==> src/verilog/dacis_pkg.sv <==
/*
  Constants, encodings and state types of the converter's two-wire slave command port.
  Assumes a single system clock that samples the serial clock and data pins as plain inputs.
*/
//////////////////////////////////////////////////////////////////////////////
// Summary of operation
// - Master code is never acknowledged but switches the front end to high speed.
// - A stop leaves high-speed operation and restores standard/fast settings.
// - A read sends high byte, then low byte and control byte, each after master ack.
// - Read-back data bytes and the control byte together tell which source was sent.
// - Write needs address, control, high and low byte; each byte is acked low.
// - The update fires at the falling clock edge ending the ack after the low byte.
// - Further high/low pairs repeat the update chosen by the latest control byte.
// - Own address is 10011, select pin bit, zero, then the direction bit.
// - The select pin is caught once after power-up and used from then on.
// - Direction bit one reads from the device, zero writes to it.
// - The broadcast address is also acknowledged whatever the select pin holds.
// - Broadcast address is accepted for writes only, never for reads.
// - Nonzero top control bits outside broadcast mode block the update, bytes still acked.
// - Mode 00 stores data or power command in the temporary register only.
// - Mode 01 writes the temporary register and the conversion register, or the power setting when the power-down flag is set.
// - Mode 10 drops the received bytes and loads from the temporary register.
// - Mode 11 loads from temporary when source bit zero, from received data when one.
// - With the power-down flag set, high-byte top three bits are a power setting.
// - Store mode with power-down flag saves the power command without applying it.
// - Broadcast with source and power-down flags applies the carried power setting.
// - Power codes: 000 low power, 001 fast, 01x 1k, 10x 100k, 11x high impedance.
// - At power-up the conversion register is zero until a valid write.
//////////////////////////////////////////////////////////////////////////////
package dacis_pkg;

  localparam logic [4:0] ADDR_PRESET = 5'h13;
  localparam logic [7:0] BCAST_ADDR = 8'h90;
  localparam logic [4:0] HS_CODE_PREFIX = 5'h01;
  localparam int BYTE_BITS = 8;

  localparam int CTRL_IGN_HI = 7;
  localparam int CTRL_IGN_LO = 6;
  localparam int CTRL_MODE_HI = 5;
  localparam int CTRL_MODE_LO = 4;
  localparam int CTRL_BRC = 2;
  localparam int CTRL_PD = 0;
  localparam int PWR_HI = 15;
  localparam int PWR_LO = 13;

  localparam logic [1:0] MODE_STORE = 2'h0;
  localparam logic [1:0] MODE_LOAD = 2'h1;
  localparam logic [1:0] MODE_TEMP = 2'h2;
  localparam logic [1:0] MODE_BCAST = 2'h3;

  localparam logic [15:0] CONV_RESET = 16'h0000;
  localparam logic [15:0] TEMP_RESET = 16'h0000;
  localparam logic [7:0] CTRL_RESET = 8'h00;
  localparam logic [2:0] SYNC_IDLE = 3'h3;
  localparam logic [1:0] CAP_WAIT = 2'h3;

  typedef enum logic [2:0] {
    PH_IDLE, PH_RX, PH_WAITACK, PH_RXACK, PH_TX, PH_TXACK, PH_TXGO
  } dacis_phase_t;

  typedef enum logic [1:0] {ROLE_ADDR, ROLE_CTRL, ROLE_HI, ROLE_LO} dacis_role_t;

  typedef enum logic [2:0] {
    PWR_LOW, PWR_FAST, PWR_PD_1K, PWR_PD_100K, PWR_HIZ
  } dacis_pwr_t;

endpackage : dacis_pkg

==> src/verilog/dacis_line_if.sv <==
/*
  Carrier between the pin synchroniser and the command engine.
  Assumes both ends run on the same system clock.
*/
`timescale 1ns/10ps
interface dacis_line_if;
  logic sclRise;
  logic sclFall;
  logic startSeen;
  logic stopSeen;
  logic sdaLevel;
  logic addrSelLevel;

  modport det (
    output sclRise,
    output sclFall,
    output startSeen,
    output stopSeen,
    output sdaLevel,
    output addrSelLevel
  );

  modport core (
    input sclRise,
    input sclFall,
    input startSeen,
    input stopSeen,
    input sdaLevel,
    input addrSelLevel
  );
endinterface : dacis_line_if

==> src/verilog/dacis_top.sv <==
/*
  Two-wire slave command port of a 16-bit converter: addressing, write updates, read-back.
  Assumes an open-drain bus resolved outside; sdaOe high pulls the data line low.
*/
`timescale 1ns/10ps
module dacis_top #(
  parameter int DATA_BITS = 16
) (
  input wire logic clk,
  input wire logic rst,
  input wire logic sclIn,
  input wire logic sdaIn,
  output logic sdaOut,
  output logic sdaOe,
  input wire logic addrSelPin,
  output logic [15:0] convData,
  output logic [15:0] tempData,
  output dacis_pkg::dacis_pwr_t powerMode,
  output logic highSpeed,
  output logic updatePulse
);
  import dacis_pkg::*;

  if (DATA_BITS != 2 * BYTE_BITS) begin : gBadWidth
    $error("dacis_top serves exactly two data bytes");
  end

  dacis_line_if line ();

  dacis_line_sync #(.STAGES(2)) u_sync (
    .clk(clk),
    .rst(rst),
    .sclIn(sclIn),
    .sdaIn(sdaIn),
    .addrSelPin(addrSelPin),
    .line(line)
  );

  //////////////////////////////////////////////////////////////////////////////
  dacis_phase_t phase_q;
  dacis_phase_t nextPh_q;
  dacis_role_t role_q;
  dacis_pwr_t pwr_q;
  logic [3:0] bitCnt_q;
  logic [7:0] shift_q;
  logic [7:0] txByte_q;
  logic [7:0] ctrl_q;
  logic [7:0] hiByte_q;
  logic [7:0] loByte_q;
  logic [15:0] conv_q;
  logic [15:0] temp_q;
  logic tempPd_q;
  logic ackGo_q;
  logic sdaOe_q;
  logic updPend_q;
  logic hs_q;
  logic upd_q;
  logic addrBit_q;
  logic [1:0] capCnt_q;

  function automatic dacis_pwr_t pwrDecode(input logic [2:0] code);
    dacis_pwr_t res;
    res = PWR_LOW;
    unique case (code[2:1])
      2'h0: res = code[0] ? PWR_FAST : PWR_LOW;
      2'h1: res = PWR_PD_1K;
      2'h2: res = PWR_PD_100K;
      2'h3: res = PWR_HIZ;
    endcase
    return res;
  endfunction : pwrDecode

  //////////////////////////////////////////////////////////////////////////////
  wire [7:0] rxByte = {shift_q[6:0], line.sdaLevel};
  wire rxDone = line.sclRise && (phase_q == PH_RX) && (bitCnt_q == 4'h7);
  wire ownMatch = (rxByte[7:3] == ADDR_PRESET) && (rxByte[2] == addrBit_q) && !rxByte[1];
  wire bcastMatch = (rxByte == BCAST_ADDR);
  wire masterCode = (rxByte[7:3] == HS_CODE_PREFIX);
  wire addrAck = ownMatch || bcastMatch;
  wire readReq = ownMatch && rxByte[0];
  wire txAckSeen = line.sclRise && (phase_q == PH_TXACK) && !line.sdaLevel;
  wire [1:0] ctrlMode = ctrl_q[CTRL_MODE_HI:CTRL_MODE_LO];
  wire pdFlag = ctrl_q[CTRL_PD];
  wire brcSel = ctrl_q[CTRL_BRC];
  wire ignoreUpd = (ctrl_q[CTRL_IGN_HI:CTRL_IGN_LO] != 2'h0) && (ctrlMode != MODE_BCAST);
  wire updFire = line.sclFall && (phase_q == PH_RXACK) && updPend_q;
  wire fromTemp = (ctrlMode == MODE_TEMP) || ((ctrlMode == MODE_BCAST) && !brcSel);
  wire storeTemp = !ignoreUpd && (ctrlMode != MODE_TEMP) && !fromTemp;
  wire loadConv = !ignoreUpd && (ctrlMode != MODE_STORE);
  wire [15:0] dataWord = {hiByte_q, loByte_q};
  wire [15:0] srcWord = fromTemp ? temp_q : dataWord;
  wire srcPd = fromTemp ? tempPd_q : pdFlag;
  wire [2:0] txIdx = 3'(4'h7 - bitCnt_q);

  assign sdaOut = 1'b0;
  assign sdaOe = sdaOe_q;
  assign convData = conv_q;
  assign tempData = temp_q;
  assign powerMode = pwr_q;
  assign highSpeed = hs_q;
  assign updatePulse = upd_q;

  //////////////////////////////////////////////////////////////////////////////
  // The select pin is caught once the synchroniser holds real pin samples.
  always_ff @(posedge clk or posedge rst) begin
    if (rst) begin
      capCnt_q <= 2'h0;
      addrBit_q <= 1'b0;
    end else if (capCnt_q != CAP_WAIT) begin
      capCnt_q <= capCnt_q + 2'h1;
      addrBit_q <= line.addrSelLevel;
    end
  end

  //////////////////////////////////////////////////////////////////////////////
  // Bit engine: the data line only changes after a falling clock is seen.
  always_ff @(posedge clk or posedge rst) begin
    if (rst) begin
      phase_q <= PH_IDLE;
      bitCnt_q <= 4'h0;
      shift_q <= 8'h00;
      sdaOe_q <= 1'b0;
    end else if (line.stopSeen) begin
      phase_q <= PH_IDLE;
      sdaOe_q <= 1'b0;
    end else if (line.startSeen) begin
      phase_q <= PH_RX;
      bitCnt_q <= 4'h0;
      sdaOe_q <= 1'b0;
    end else begin
      unique case (phase_q)
        PH_IDLE: begin
        end
        PH_RX: begin
          if (line.sclRise) begin
            shift_q <= rxByte;
            bitCnt_q <= bitCnt_q + 4'h1;
            if (bitCnt_q == 4'h7) begin
              phase_q <= PH_WAITACK;
            end
          end
        end
        PH_WAITACK: begin
          if (line.sclFall) begin
            sdaOe_q <= ackGo_q;
            phase_q <= PH_RXACK;
          end
        end
        PH_RXACK: begin
          if (line.sclFall) begin
            bitCnt_q <= 4'h0;
            phase_q <= nextPh_q;
            sdaOe_q <= (nextPh_q == PH_TX) && !txByte_q[7];
          end
        end
        PH_TX: begin
          if (line.sclRise) begin
            bitCnt_q <= bitCnt_q + 4'h1;
          end else if (line.sclFall) begin
            if (bitCnt_q == 4'h8) begin
              sdaOe_q <= 1'b0;
              phase_q <= PH_TXACK;
            end else begin
              sdaOe_q <= !txByte_q[txIdx];
            end
          end
        end
        PH_TXACK: begin
          if (line.sclRise) begin
            // A nack, or any answer after the control byte, ends the read.
            phase_q <= (txAckSeen && role_q != ROLE_CTRL) ? PH_TXGO : PH_IDLE;
          end
        end
        PH_TXGO: begin
          if (line.sclFall) begin
            bitCnt_q <= 4'h0;
            sdaOe_q <= !txByte_q[7];
            phase_q <= PH_TX;
          end
        end
      endcase
    end
  end

  //////////////////////////////////////////////////////////////////////////////
  // Byte roles: address, control, then high/low pairs until stop or restart.
  always_ff @(posedge clk or posedge rst) begin
    if (rst) begin
      role_q <= ROLE_ADDR;
      nextPh_q <= PH_IDLE;
      ackGo_q <= 1'b0;
      hs_q <= 1'b0;
      updPend_q <= 1'b0;
      ctrl_q <= CTRL_RESET;
      hiByte_q <= 8'h00;
      loByte_q <= 8'h00;
      txByte_q <= 8'h00;
    end else begin
      if (line.stopSeen) begin
        hs_q <= 1'b0;
      end
      if (line.startSeen) begin
        role_q <= ROLE_ADDR;
        updPend_q <= 1'b0;
      end else if (updFire) begin
        updPend_q <= 1'b0;
      end
      if (rxDone) begin
        unique case (role_q)
          ROLE_ADDR: begin
            ackGo_q <= addrAck;
            if (masterCode) begin
              hs_q <= 1'b1;
            end
            if (readReq) begin
              nextPh_q <= PH_TX;
              role_q <= ROLE_HI;
              txByte_q <= hiByte_q;
            end else if (addrAck) begin
              nextPh_q <= PH_RX;
              role_q <= ROLE_CTRL;
            end else begin
              nextPh_q <= PH_IDLE;
            end
          end
          ROLE_CTRL: begin
            ackGo_q <= 1'b1;
            nextPh_q <= PH_RX;
            ctrl_q <= rxByte;
            role_q <= ROLE_HI;
          end
          ROLE_HI: begin
            ackGo_q <= 1'b1;
            nextPh_q <= PH_RX;
            hiByte_q <= rxByte;
            role_q <= ROLE_LO;
          end
          ROLE_LO: begin
            ackGo_q <= 1'b1;
            nextPh_q <= PH_RX;
            loByte_q <= rxByte;
            updPend_q <= 1'b1;
            role_q <= ROLE_HI;
          end
        endcase
      end
      if (txAckSeen) begin
        if (role_q == ROLE_HI) begin
          role_q <= ROLE_LO;
          txByte_q <= loByte_q;
        end else if (role_q == ROLE_LO) begin
          role_q <= ROLE_CTRL;
          txByte_q <= ctrl_q;
        end
      end
    end
  end

  //////////////////////////////////////////////////////////////////////////////
  // Update datapath; a power command never touches the conversion data.
  always_ff @(posedge clk or posedge rst) begin
    if (rst) begin
      conv_q <= CONV_RESET;
      temp_q <= TEMP_RESET;
      tempPd_q <= 1'b0;
      pwr_q <= PWR_LOW;
      upd_q <= 1'b0;
    end else begin
      upd_q <= updFire;
      if (updFire && storeTemp) begin
        temp_q <= dataWord;
        tempPd_q <= pdFlag;
      end
      if (updFire && loadConv) begin
        if (srcPd) begin
          pwr_q <= pwrDecode(srcWord[PWR_HI:PWR_LO]);
        end else begin
          conv_q <= srcWord;
        end
      end
    end
  end

  //////////////////////////////////////////////////////////////////////////////
  AST_MASTER_CODE_NO_ACK: assert property (@(posedge clk) disable iff (rst)
    rxDone && role_q == ROLE_ADDR && masterCode |=> !ackGo_q && hs_q)
    else $error("master code was acknowledged or did not enter high speed");

  AST_STOP_LEAVES_HS: assert property (@(posedge clk) disable iff (rst)
    line.stopSeen |=> !hs_q [*2])
    else $error("high speed survived a stop");

  AST_OWN_ADDR_ACK: assert property (@(posedge clk) disable iff (rst)
    rxDone && role_q == ROLE_ADDR && ownMatch |=> ackGo_q && role_q != ROLE_ADDR)
    else $error("own address not acknowledged");

  AST_FOREIGN_RELEASE: assert property (@(posedge clk) disable iff (rst)
    rxDone && role_q == ROLE_ADDR && !ownMatch && !bcastMatch
      |=> !ackGo_q && nextPh_q == PH_IDLE)
    else $error("foreign address drew an acknowledge");

  AST_BCAST_READ_REFUSED: assert property (@(posedge clk) disable iff (rst)
    rxDone && role_q == ROLE_ADDR && rxByte == (BCAST_ADDR | 8'h01) |=> !ackGo_q)
    else $error("broadcast read was acknowledged");

  AST_UPDATE_AT_ACK_FALL: assert property (@(posedge clk) disable iff (rst)
    upd_q |-> $past(line.sclFall) && $past(phase_q) == PH_RXACK)
    else $error("update not at the falling edge ending the ack");

  AST_BAD_CTRL_IGNORED: assert property (@(posedge clk) disable iff (rst)
    updFire && ignoreUpd |=> $stable(conv_q) && $stable(temp_q) && $stable(pwr_q))
    else $error("update happened despite nonzero top control bits");

  AST_STORE_ONLY: assert property (@(posedge clk) disable iff (rst)
    updFire && !ignoreUpd && ctrlMode == MODE_STORE
      |=> $stable(conv_q) && temp_q == $past(dataWord))
    else $error("store mode changed the output or missed the temporary register");

  AST_LOAD_DATA: assert property (@(posedge clk) disable iff (rst)
    updFire && !ignoreUpd && ctrlMode == MODE_LOAD && !pdFlag
      |=> conv_q == $past(dataWord) && temp_q == $past(dataWord))
    else $error("load mode did not write both registers");

  AST_LOAD_FROM_TEMP: assert property (@(posedge clk) disable iff (rst)
    updFire && !ignoreUpd && ctrlMode == MODE_TEMP && !tempPd_q
      |=> conv_q == $past(temp_q) && $stable(temp_q))
    else $error("temporary load did not copy the temporary register");

endmodule : dacis_top

==> src/verilog/dacis_line_sync.sv <==
/*
  Pin synchroniser and bus-condition detector for the serial clock, data and select pins.
  Assumes pins are asynchronous to clk and the clock is many times the serial bit rate.
*/
`timescale 1ns/10ps
module dacis_line_sync #(
  parameter int STAGES = 2
) (
  input wire logic clk,
  input wire logic rst,
  input wire logic sclIn,
  input wire logic sdaIn,
  input wire logic addrSelPin,
  dacis_line_if.det line
);
  import dacis_pkg::*;

  // Refused while the design is built, before any clock runs.
  if (STAGES < 2) begin : gBadStages
    $error("dacis_line_sync needs at least two synchroniser stages");
  end

  // Bit 0 is the clock, bit 1 the data, bit 2 the select pin.
  logic [2:0] sync_q [STAGES];
  logic [2:0] prev_q;
  wire [2:0] cur = sync_q[STAGES-1];

  // Reset to the idle bus level so no false start or edge follows reset.
  always_ff @(posedge clk or posedge rst) begin
    if (rst) begin
      for (int i = 0; i < STAGES; i++) begin
        sync_q[i] <= SYNC_IDLE;
      end
      prev_q <= SYNC_IDLE;
    end else begin
      sync_q[0] <= {addrSelPin, sdaIn, sclIn};
      for (int i = 1; i < STAGES; i++) begin
        sync_q[i] <= sync_q[i-1];
      end
      prev_q <= cur;
    end
  end

  assign line.sclRise = cur[0] & ~prev_q[0];
  assign line.sclFall = ~cur[0] & prev_q[0];
  assign line.startSeen = cur[0] & prev_q[0] & prev_q[1] & ~cur[1];
  assign line.stopSeen = cur[0] & prev_q[0] & ~prev_q[1] & cur[1];
  assign line.sdaLevel = cur[1];
  assign line.addrSelLevel = cur[2];

endmodule : dacis_line_sync

==> config.mk <==
export PLATFORM = sky130hd
export DESIGN_NAME = dacis_top
export DESIGN_NICKNAME = d
export VERILOG_FILES = /design/src/verilog/dacis_pkg.sv /design/src/verilog/dacis_line_if.sv /design/src/verilog/dacis_top.sv /design/src/verilog/dacis_line_sync.sv
export SDC_FILE = /design/constraint.sdc
export NUM_CORES = 1
export LEC_CHECK = 0
export ABC_AREA = 0
export BUFFER_PORTS_ARGS = -buffer_cell sky130_fd_sc_hd__buf_4
export CAP_MARGIN = 20
export CORE_MARGIN = 1
export CORE_UTILIZATION = 44
export DETAILED_ROUTE_END_ITERATION = 6
export GPL_TIMING_DRIVEN = 1
export HOLD_SLACK_MARGIN = 0.1
export PLACE_DENSITY = 0.73
export SYNTH_ARGS = -nofsm -noshare
export SYNTH_HDL_FRONTEND = slang
export SYNTH_SLANG_ARGS = --single-unit
==> constraint.sdc <==
create_clock -name clk -period 3.6 [get_ports clk]
set_input_delay 0.18 -clock clk [delete_from_list [all_inputs] [get_ports clk]]
set_output_delay 0.18 -clock clk [all_outputs]
set_load 0.02 [all_outputs]
==> out/qor.yml, run 1 <==
sta:
  slew_violations: 0
  finalHoldViolCount: 0
  post-route-worst-setup-slack_ns: 1.135
  hold-worst-slack_ns: 0.3108
  final_min_period_over_clock_period_pct: 68.48
  maxSlewHeadroom_pct: 37.86
  finClkSkew_ns: 0.008415
  setup_tns_ns: 0
  setup-violations-final: 0
  timing.final.crit_period_ns: 2.465
  clock.fmax_mhz: 405.6
  worst-slew-pin-transition_ns: 0.9312
  unrepaired_setup_endpoints_after_global_routing: "no"
clock_tree:
  clock_root_buffer: "sky130_fd_sc_hd__clkbuf_8"
  tritoncts: "done"
  cts_made_buffers: 9
  numClockSinks: 102
  clock_path_buffers: 2
  cts.clk_slew.worst_paths_ns: 0.10
  cts_setup_buffers: 0
  worst_skew_pair.late_latency_ns: 0.37
  clock_tree.htree_level_count: 3
power_and_ir_drop:
  switching_fraction_of_total_power_pct: 28.75
  design_power_total_mw: 2.354
  p_leak_nw: 2.625
  clock_power_share_pct: 30.8
  peak_ir_drop_on_the_vdd_network_uv: 189.7
  power.net_switching_mw: 0.6766
  power.internal_mw: 1.677
  seq_power_share_pct: 56.4
  power_density_nw_per_um2: 422.2
  pwr-share-comb_pct: 12.8
setup_path:
  crit_arrival_ns: 2.72
  worst-path-max-fanout: 17
  slowest_stage: "sky130_fd_sc_hd__nor3b_4"
  rr_worst_depth: 4
  worst_setup_end_kind: "flop"
  timing.critical_path.depth: 4
  r2r_end: "tempData[9]"
  worst_path_largest_cell_delay_ns: 0.84
  worstReg2RegStart: "phase_q[1]"
  cp_data_required_time_ns: 3.86
  timing.setup.critical_path_class: "reg2reg"
  path_buf_inv: 0
  crit_path_start_kind: "flop"
  crit_path_cells: "nand2_1 -> nor4_4 -> nor3b_4 -> mux2_2"
  r2r_slack_ns: 1.13
  critical-path-top-delay-family: "simple AND/OR/NAND/NOR gates"
die:
  fp-row-count: 38
  die_width_um: 107.4
  die_h_um: 107.4
  initial_utilization_pct: 45.11
  num_io_pins: 44
  fp.dieArea_um2: 11540
  core_region_area_um2: 10840
grt:
  grt_pass1_vias: 3232
  globalRoute.totalOverflow: 0
  grt_start_max_net_pins: 91
  grt_pass1_wl_mm: 16.53
  grt_util_all_layers_pct: 18.70
  antenna_violations_before_repair: 0
synth:
  synthesis.area_per_instance_um2: 12.57
  mappedNetlistNets: 400
  yosysUniqueCellTypes: 55
  synth-seq-area-share_pct: 52.35
  syn-instance-count: 389
  mappedNetlistArea_um2: 4890
  synth-seq-cells: 102
  asr_flop_ratio_synth_pct: 100.0
  ys_flop_type: "sky130_fd_sc_hd__dfrtp_1"
  synth_enable_flop_cells: 0
  synthesis.yosys.warnings: 0
placed_design:
  placement.io_buffers: 42
  place_area_um2: 5303
  finalWeightedCongestion: 0.8888
  place_inst: 551
  preCtsSetupSlack_ns: 1.161
  dpl.hpwl_mm: 6.954
routing:
  drt-pass1-iter-count: 4
  detail-route-antenna-nets: 0
  via_count: 3307
  detail_route.iter0.violations: 217
  drt-wirelength-per-cell_um: 17.63
  post_drt_via_cell_ratio: 5.781
  drc: 0
  routed_wirelength_mm: 10.09
hold_path:
  min_path_type: "in2async"
cells_and_area:
  final_layout_size_suffix_gt1_share_pct: 37.96
  postLayoutCoreUtil_pct: 51.42
  antenna_cells: 0
  finish.cell_count_without_fillers: 572
  most_used_cells_in_the_layout_excluding_fill_and_tap_cells: "sky130_fd_sc_hd__dfrtp_1, sky130_fd_sc_hd__mux2_2, sky130_fd_sc_hd__buf_4, sky130_fd_sc_hd__nand2_1, sky130_fd_sc_hd__clkbuf_8"
  finalInstanceArea_um2: 5574
  final_net_count: 438
  final_common_cell: "sky130_fd_sc_hd__dfrtp_1"
  flow.area_growth_from_synthesis_pct: 14.00
flow_run:
  drv_cap: 0
outcome:
  status: "completed"
-- tightest hold or removal path, stage by stage --
cell                            delay, ns
sky130_fd_sc_hd__dlygate4sd3_1       0.53
sky130_fd_sc_hd__buf_4               0.14
sky130_fd_sc_hd__inv_4               0.23
-- repair_timing --
action,CTS,global route
resized for setup,0,0
endpoints found under the setup margin,0,0
hold endpoints to repair,3,20
hold buffers,3,1
-- layout make-up --
| class | instances | area [um2] |
|---|---|---|
| multi-input cells | 250 | 2171 |
| clock inverters | 3 | 25.02 |
| inverters | 13 | 51.30 |
| repair buffers | 51 | 412.9 |
| well taps | 140 | 175.2 |
| fillers | 966 | 5266 |
| clock buffers | 13 | 178.9 |
| flip-flops and latches | 102 | 2560 |
-- sequential cells by signal, indices dropped and copies added, names as in the netlist, 4 cells and up --
register	cells
convData	16
tempData	16
ctrl_q	8
hiByte_q	8
loByte_q	8
txByte_q	8
shift_q	7
bitCnt_q	4
-- routing by layer --
metal | vias up | track usage, % | wire length (um)
li1 | 1505 | - | -
met1 | 1690 | 25.44 | 4508
met2 | 88 | 28.57 | 4757
met3 | 24 | 3.571 | 506
met4 | 0 | 9.393 | 314
met5 | - | 0 | 0
-- worst max path at each step --
stage	start	to
2_1_floorplan	rst	ackGo_q
3_3_place_gp	u_sync.prev_q[0]	tempData[0]
3_5_place_dp	u_sync.prev_q[0]	tempData[9]
4_1_cts	u_sync.prev_q[0]	tempData[9]
5_1_grt	phase_q[1]	tempData[12]
6_report	phase_q[1]	tempData[9]
-- kinds of logic after synthesis --
| group | count (synthesis) | synth area share [%] |
|---|---|---|
| multiplexers | 100 | 23.18 |
| AND/OR/NAND/NOR | 76 | 9.621 |
| XOR/XNOR | 5 | 0.8958 |
| flip-flops | 102 | 52.35 |
| AO/OA/AOI/OAI | 61 | 8.803 |
| other | 1 | 0.07669 |
| adder cells (fa/ha/maj) | 7 | 1.740 |
| buffers and inverters | 37 | 3.326 |
-- cells in the mapped netlist (all sizes together), types with 3 or more instances --
cell	instances	area, um2
a21oi	6	30.03
o31ai	12	90.09
inv	13	48.80
nand2	15	56.30
a22oi	9	67.56
a311oi	3	26.28
ha	6	75.07
nand2b	8	57.55
dfrtp	96	2402
nand4	3	18.77
clkbuf	14	52.55
nor2b	3	18.77
nand3	11	55.05
a41oi	8	70.07
o21ai	11	55.05
nor2	12	45.04
and2	3	18.77
xor2	3	26.28
a31oi	4	25.02
mux2	86	968.4
dfstp	6	157.7
buf	10	61.30
mux2i	12	120.1
-- power by group through the flow --
stage / Sequential, mW / Combinational (mW) / Clock [mW]
finish: 1.33 / 0.302 / 0.725
global route: 1.34 / 0.339 / 0.788
CTS: 1.32 / 0.296 / 0.746
detailed placement: 1.35 / 0.293 / 0
global placement: 1.34 / 0.280 / 0
floorplan: 1.28 / 0.270 / 0
(Power assumes the default switching activity.)
==> run 2: changes to the inputs <==
--- a/config.mk
+++ b/config.mk
@@ -5,7 +5,7 @@
 export SDC_FILE = /design/constraint.sdc
 export NUM_CORES = 1
 export LEC_CHECK = 0
-export ABC_AREA = 0
+export ABC_AREA = 1
 export BUFFER_PORTS_ARGS = -buffer_cell sky130_fd_sc_hd__buf_4
 export CAP_MARGIN = 20
 export CORE_MARGIN = 1
==> constraint.sdc (replaced) <==
create_clock -name clk -period 2.53 [get_ports clk]
set_input_delay 0.1265 -clock clk [delete_from_list [all_inputs] [get_ports clk]]
set_output_delay 0.1265 -clock clk [all_outputs]
set_load 0.02 [all_outputs]
==> run 2 against run 1 <==
  * Via count is 26% higher
  * Utilization is 1.3 points higher
  * Sequential share of layout area is 1.6 points lower
  * Final cell count is 38% higher
  * Die area is 2.1% higher
  * Synthesized cell count is 55% higher
  * Sequential cell count stayed put
  * Fmax is 16% higher
  * Critical path type unchanged
  * Critical endpoint is now powerMode[0]
==> out/qor.yml, run 2 <==
synth:
  synthesis.yosys.warnings: 0
  yosysUniqueCellTypes: 38
  combinational_family_with_the_most_area_after_synthesis: "simple AND/OR/NAND/NOR gates"
  synth-seq-cells: 102
  ys_flop_type: "sky130_fd_sc_hd__dfrtp_1"
  syn-instance-count: 604
  mappedNetlistNets: 615
  mappedNetlistArea_um2: 4996
  compound_cell_area_share_of_the_yosys_netlist_pct: 9.467
  synth_enable_flop_cells: 0
  synth_fa_ha_area_share_pct: 1.503
  synthesis.area_per_instance_um2: 8.272
  synth-simple-area-share_pct: 28.88
  synth_common_cells: "sky130_fd_sc_hd__nand2_1, sky130_fd_sc_hd__dfrtp_1, sky130_fd_sc_hd__nand3_1, sky130_fd_sc_hd__inv_1, sky130_fd_sc_hd__o21ai_0"
  asr_flop_ratio_synth_pct: 100.0
  yosys-mux-area-fraction_pct: 0.2254
  post-synth-top-count-cell: "sky130_fd_sc_hd__nand2_1"
  synth_top_cells_by_area: "sky130_fd_sc_hd__dfrtp_1, sky130_fd_sc_hd__nand2_1, sky130_fd_sc_hd__nand3_1"
  synth.largest_area_cell: "sky130_fd_sc_hd__dfrtp_1"
  synth-seq-area-share_pct: 51.24
  synth.top_cell.area_share_pct: 48.08
  synthXorXnorAreaFrac_pct: 0.5259
setup_path:
  crit_arrival_ns: 2.41
  crit_path_start_kind: "flop"
  timing.setup.critical_path_class: "reg2reg"
  cp_data_required_time_ns: 2.82
  worst-path-max-fanout: 34
  worst_setup_end_kind: "flop"
routing:
  detail-route-antenna-nets: 0
  post_drt_via_cell_ratio: 5.278
  drt-wirelength-per-cell_um: 14.44
  drc: 0
  detail_route.iter0.violations: 276
  drt-pass1-iter-count: 7
  routed_wirelength_mm: 11.38
  via_count: 4159
placed_design:
  placement.io_buffers: 42
  place_area_um2: 5391
  preCtsSetupSlack_ns: 0.4261
  finalWeightedCongestion: 0.8386
  dpl.hpwl_mm: 8.082
outcome:
  status: "completed"
die:
  die_h_um: 108.6
  initial_utilization_pct: 45.69
  core_region_area_um2: 10940
  fp.dieArea_um2: 11790
  num_io_pins: 44
  die_width_um: 108.6
  fp-row-count: 38
grt:
  grt_util_all_layers_pct: 20.71
  grt_pass1_wl_mm: 18.72
  grt_pass1_vias: 3888
  globalRoute.totalOverflow: 0
  grt_start_max_net_pins: 39
  antenna_violations_before_repair: 0
power_and_ir_drop:
  peak_ir_drop_on_the_vdd_network_uv: 336.4
  p_leak_nw: 2.910
  design_power_total_mw: 3.941
  power_density_nw_per_um2: 683.1
cells_and_area:
  final_net_count: 655
  layout.filler_cells: 1010
  most_used_cells_in_the_layout_excluding_fill_and_tap_cells: "sky130_fd_sc_hd__nand2_1, sky130_fd_sc_hd__dfrtp_1, sky130_fd_sc_hd__nand3_1, sky130_fd_sc_hd__inv_1, sky130_fd_sc_hd__o21ai_0"
  flow.area_growth_from_synthesis_pct: 15.48
  final_common_cell: "sky130_fd_sc_hd__nand2_1"
  postLayoutCoreUtil_pct: 52.76
  final_layout_size_suffix_gt1_share_pct: 14.66
  antenna_cells: 0
  finalInstanceArea_um2: 5769
sta:
  unrepaired_setup_endpoints_after_global_routing: "no"
  finalHoldViolCount: 0
  setup_tns_ns: 0
  timing.final.crit_period_ns: 2.117
  clock.fmax_mhz: 472.4
  slew_violations: 0
  maxSlewHeadroom_pct: 47.25
  final_min_period_over_clock_period_pct: 83.67
  setup-violations-final: 0
  post-route-worst-setup-slack_ns: 0.4131
  finClkSkew_ns: 0.008582
  worst-slew-pin-transition_ns: 0.7896
clock_tree:
  clock_path_buffers: 2
  worst_skew_pair.late_latency_ns: 0.35
  numClockSinks: 102
  tritoncts: "done"
  cts_made_buffers: 9
  clock_root_buffer: "sky130_fd_sc_hd__clkbuf_16"
  cts.clk_slew.worst_paths_ns: 0.07
  clock_tree.htree_level_count: 3
  cts_setup_buffers: 0
flow_run:
  drv_cap: 0
hold_path:
  min_path_type: "reg2reg"
-- run 2: timing repair --
| action | CTS | global route |
|---|---|---|
| hold buffers | 4 | 0 |
| resized for setup | 0 | 0 |
| hold endpoints to repair | 34 | 0 |
-- run 2: final timing paths --
check,from,endpoint,slack (ns),cells past startpoint
hold / removal,u_sync.sync_q[3],u_sync.cur[0],0.35,0
max in group asynchronous,rst,u_sync.sync_q[3],1.34,4
setup / recovery,ctrl_q[4],powerMode[0],0.41,8
setup reg to reg,ctrl_q[4],powerMode[0],0.41,8
min in group asynchronous,rst,powerMode[2],0.47,3
hold reg to reg,u_sync.sync_q[3],u_sync.cur[0],0.35,0
-- run 2: area by class of cell --
| type | count | area, um2 | area share, % |
|---|---|---|---|
| Clock buffer | 11 | 242.7 | 4.207 |
| Multi-Input combinational cell | 415 | 2032 | 35.22 |
| Timing Repair Buffer | 51 | 425.4 | 7.374 |
| Sequential cell | 102 | 2560 | 44.37 |
| Tap cell | 140 | 175.2 | 3.036 |
| Clock inverter | 4 | 80.08 | 1.388 |
| Inverter | 65 | 254.0 | 4.403 |
-- run 2: cells by family after synthesis --
family / after synthesis
other: 1
flip-flops: 102
multiplexers: 1
buffers and inverters: 87
adder cells (fa/ha/maj): 6
AND/OR/NAND/NOR: 316
XOR/XNOR: 3
AO/OA/AOI/OAI: 88
-- run 2: metal layers --
metal | up-vias | track usage [%] | share of wire [%]
li1 | 2018 | - | -
met1 | 2023 | 27.81 | 45
met2 | 102 | 32.87 | 49
met5 | - | 0 | 0
met3 | 16 | 2.291 | 3.6
met4 | 0 | 11.20 | 2.5
-- run 2: per-stage QoR --
stage	cells	hold WS, ns
floorplan	604	0.1310
global placement	768	0.2349
detailed placement	768	0.2359
CTS	787	0.3550
global route	788	0.3604
finish	788	0.3520
-- run 2: report_power, final --
part	internal (mW)	switching, mW
combinational	0.192	0.388
clock	0.898	0.613
sequential	1.72	0.130
-- run 2: worst max-delay path: stages, from the launching register on --
cell                      delay (ns)
sky130_fd_sc_hd__dfrtp_1        0.43
sky130_fd_sc_hd__nand2_1        0.14
sky130_fd_sc_hd__nand2_2        0.37
sky130_fd_sc_hd__o21ai_0        0.51
sky130_fd_sc_hd__ha_1           0.24
sky130_fd_sc_hd__nor2_1         0.04
sky130_fd_sc_hd__a31oi_1        0.13
sky130_fd_sc_hd__nand3_1        0.10
sky130_fd_sc_hd__nand2_1        0.09
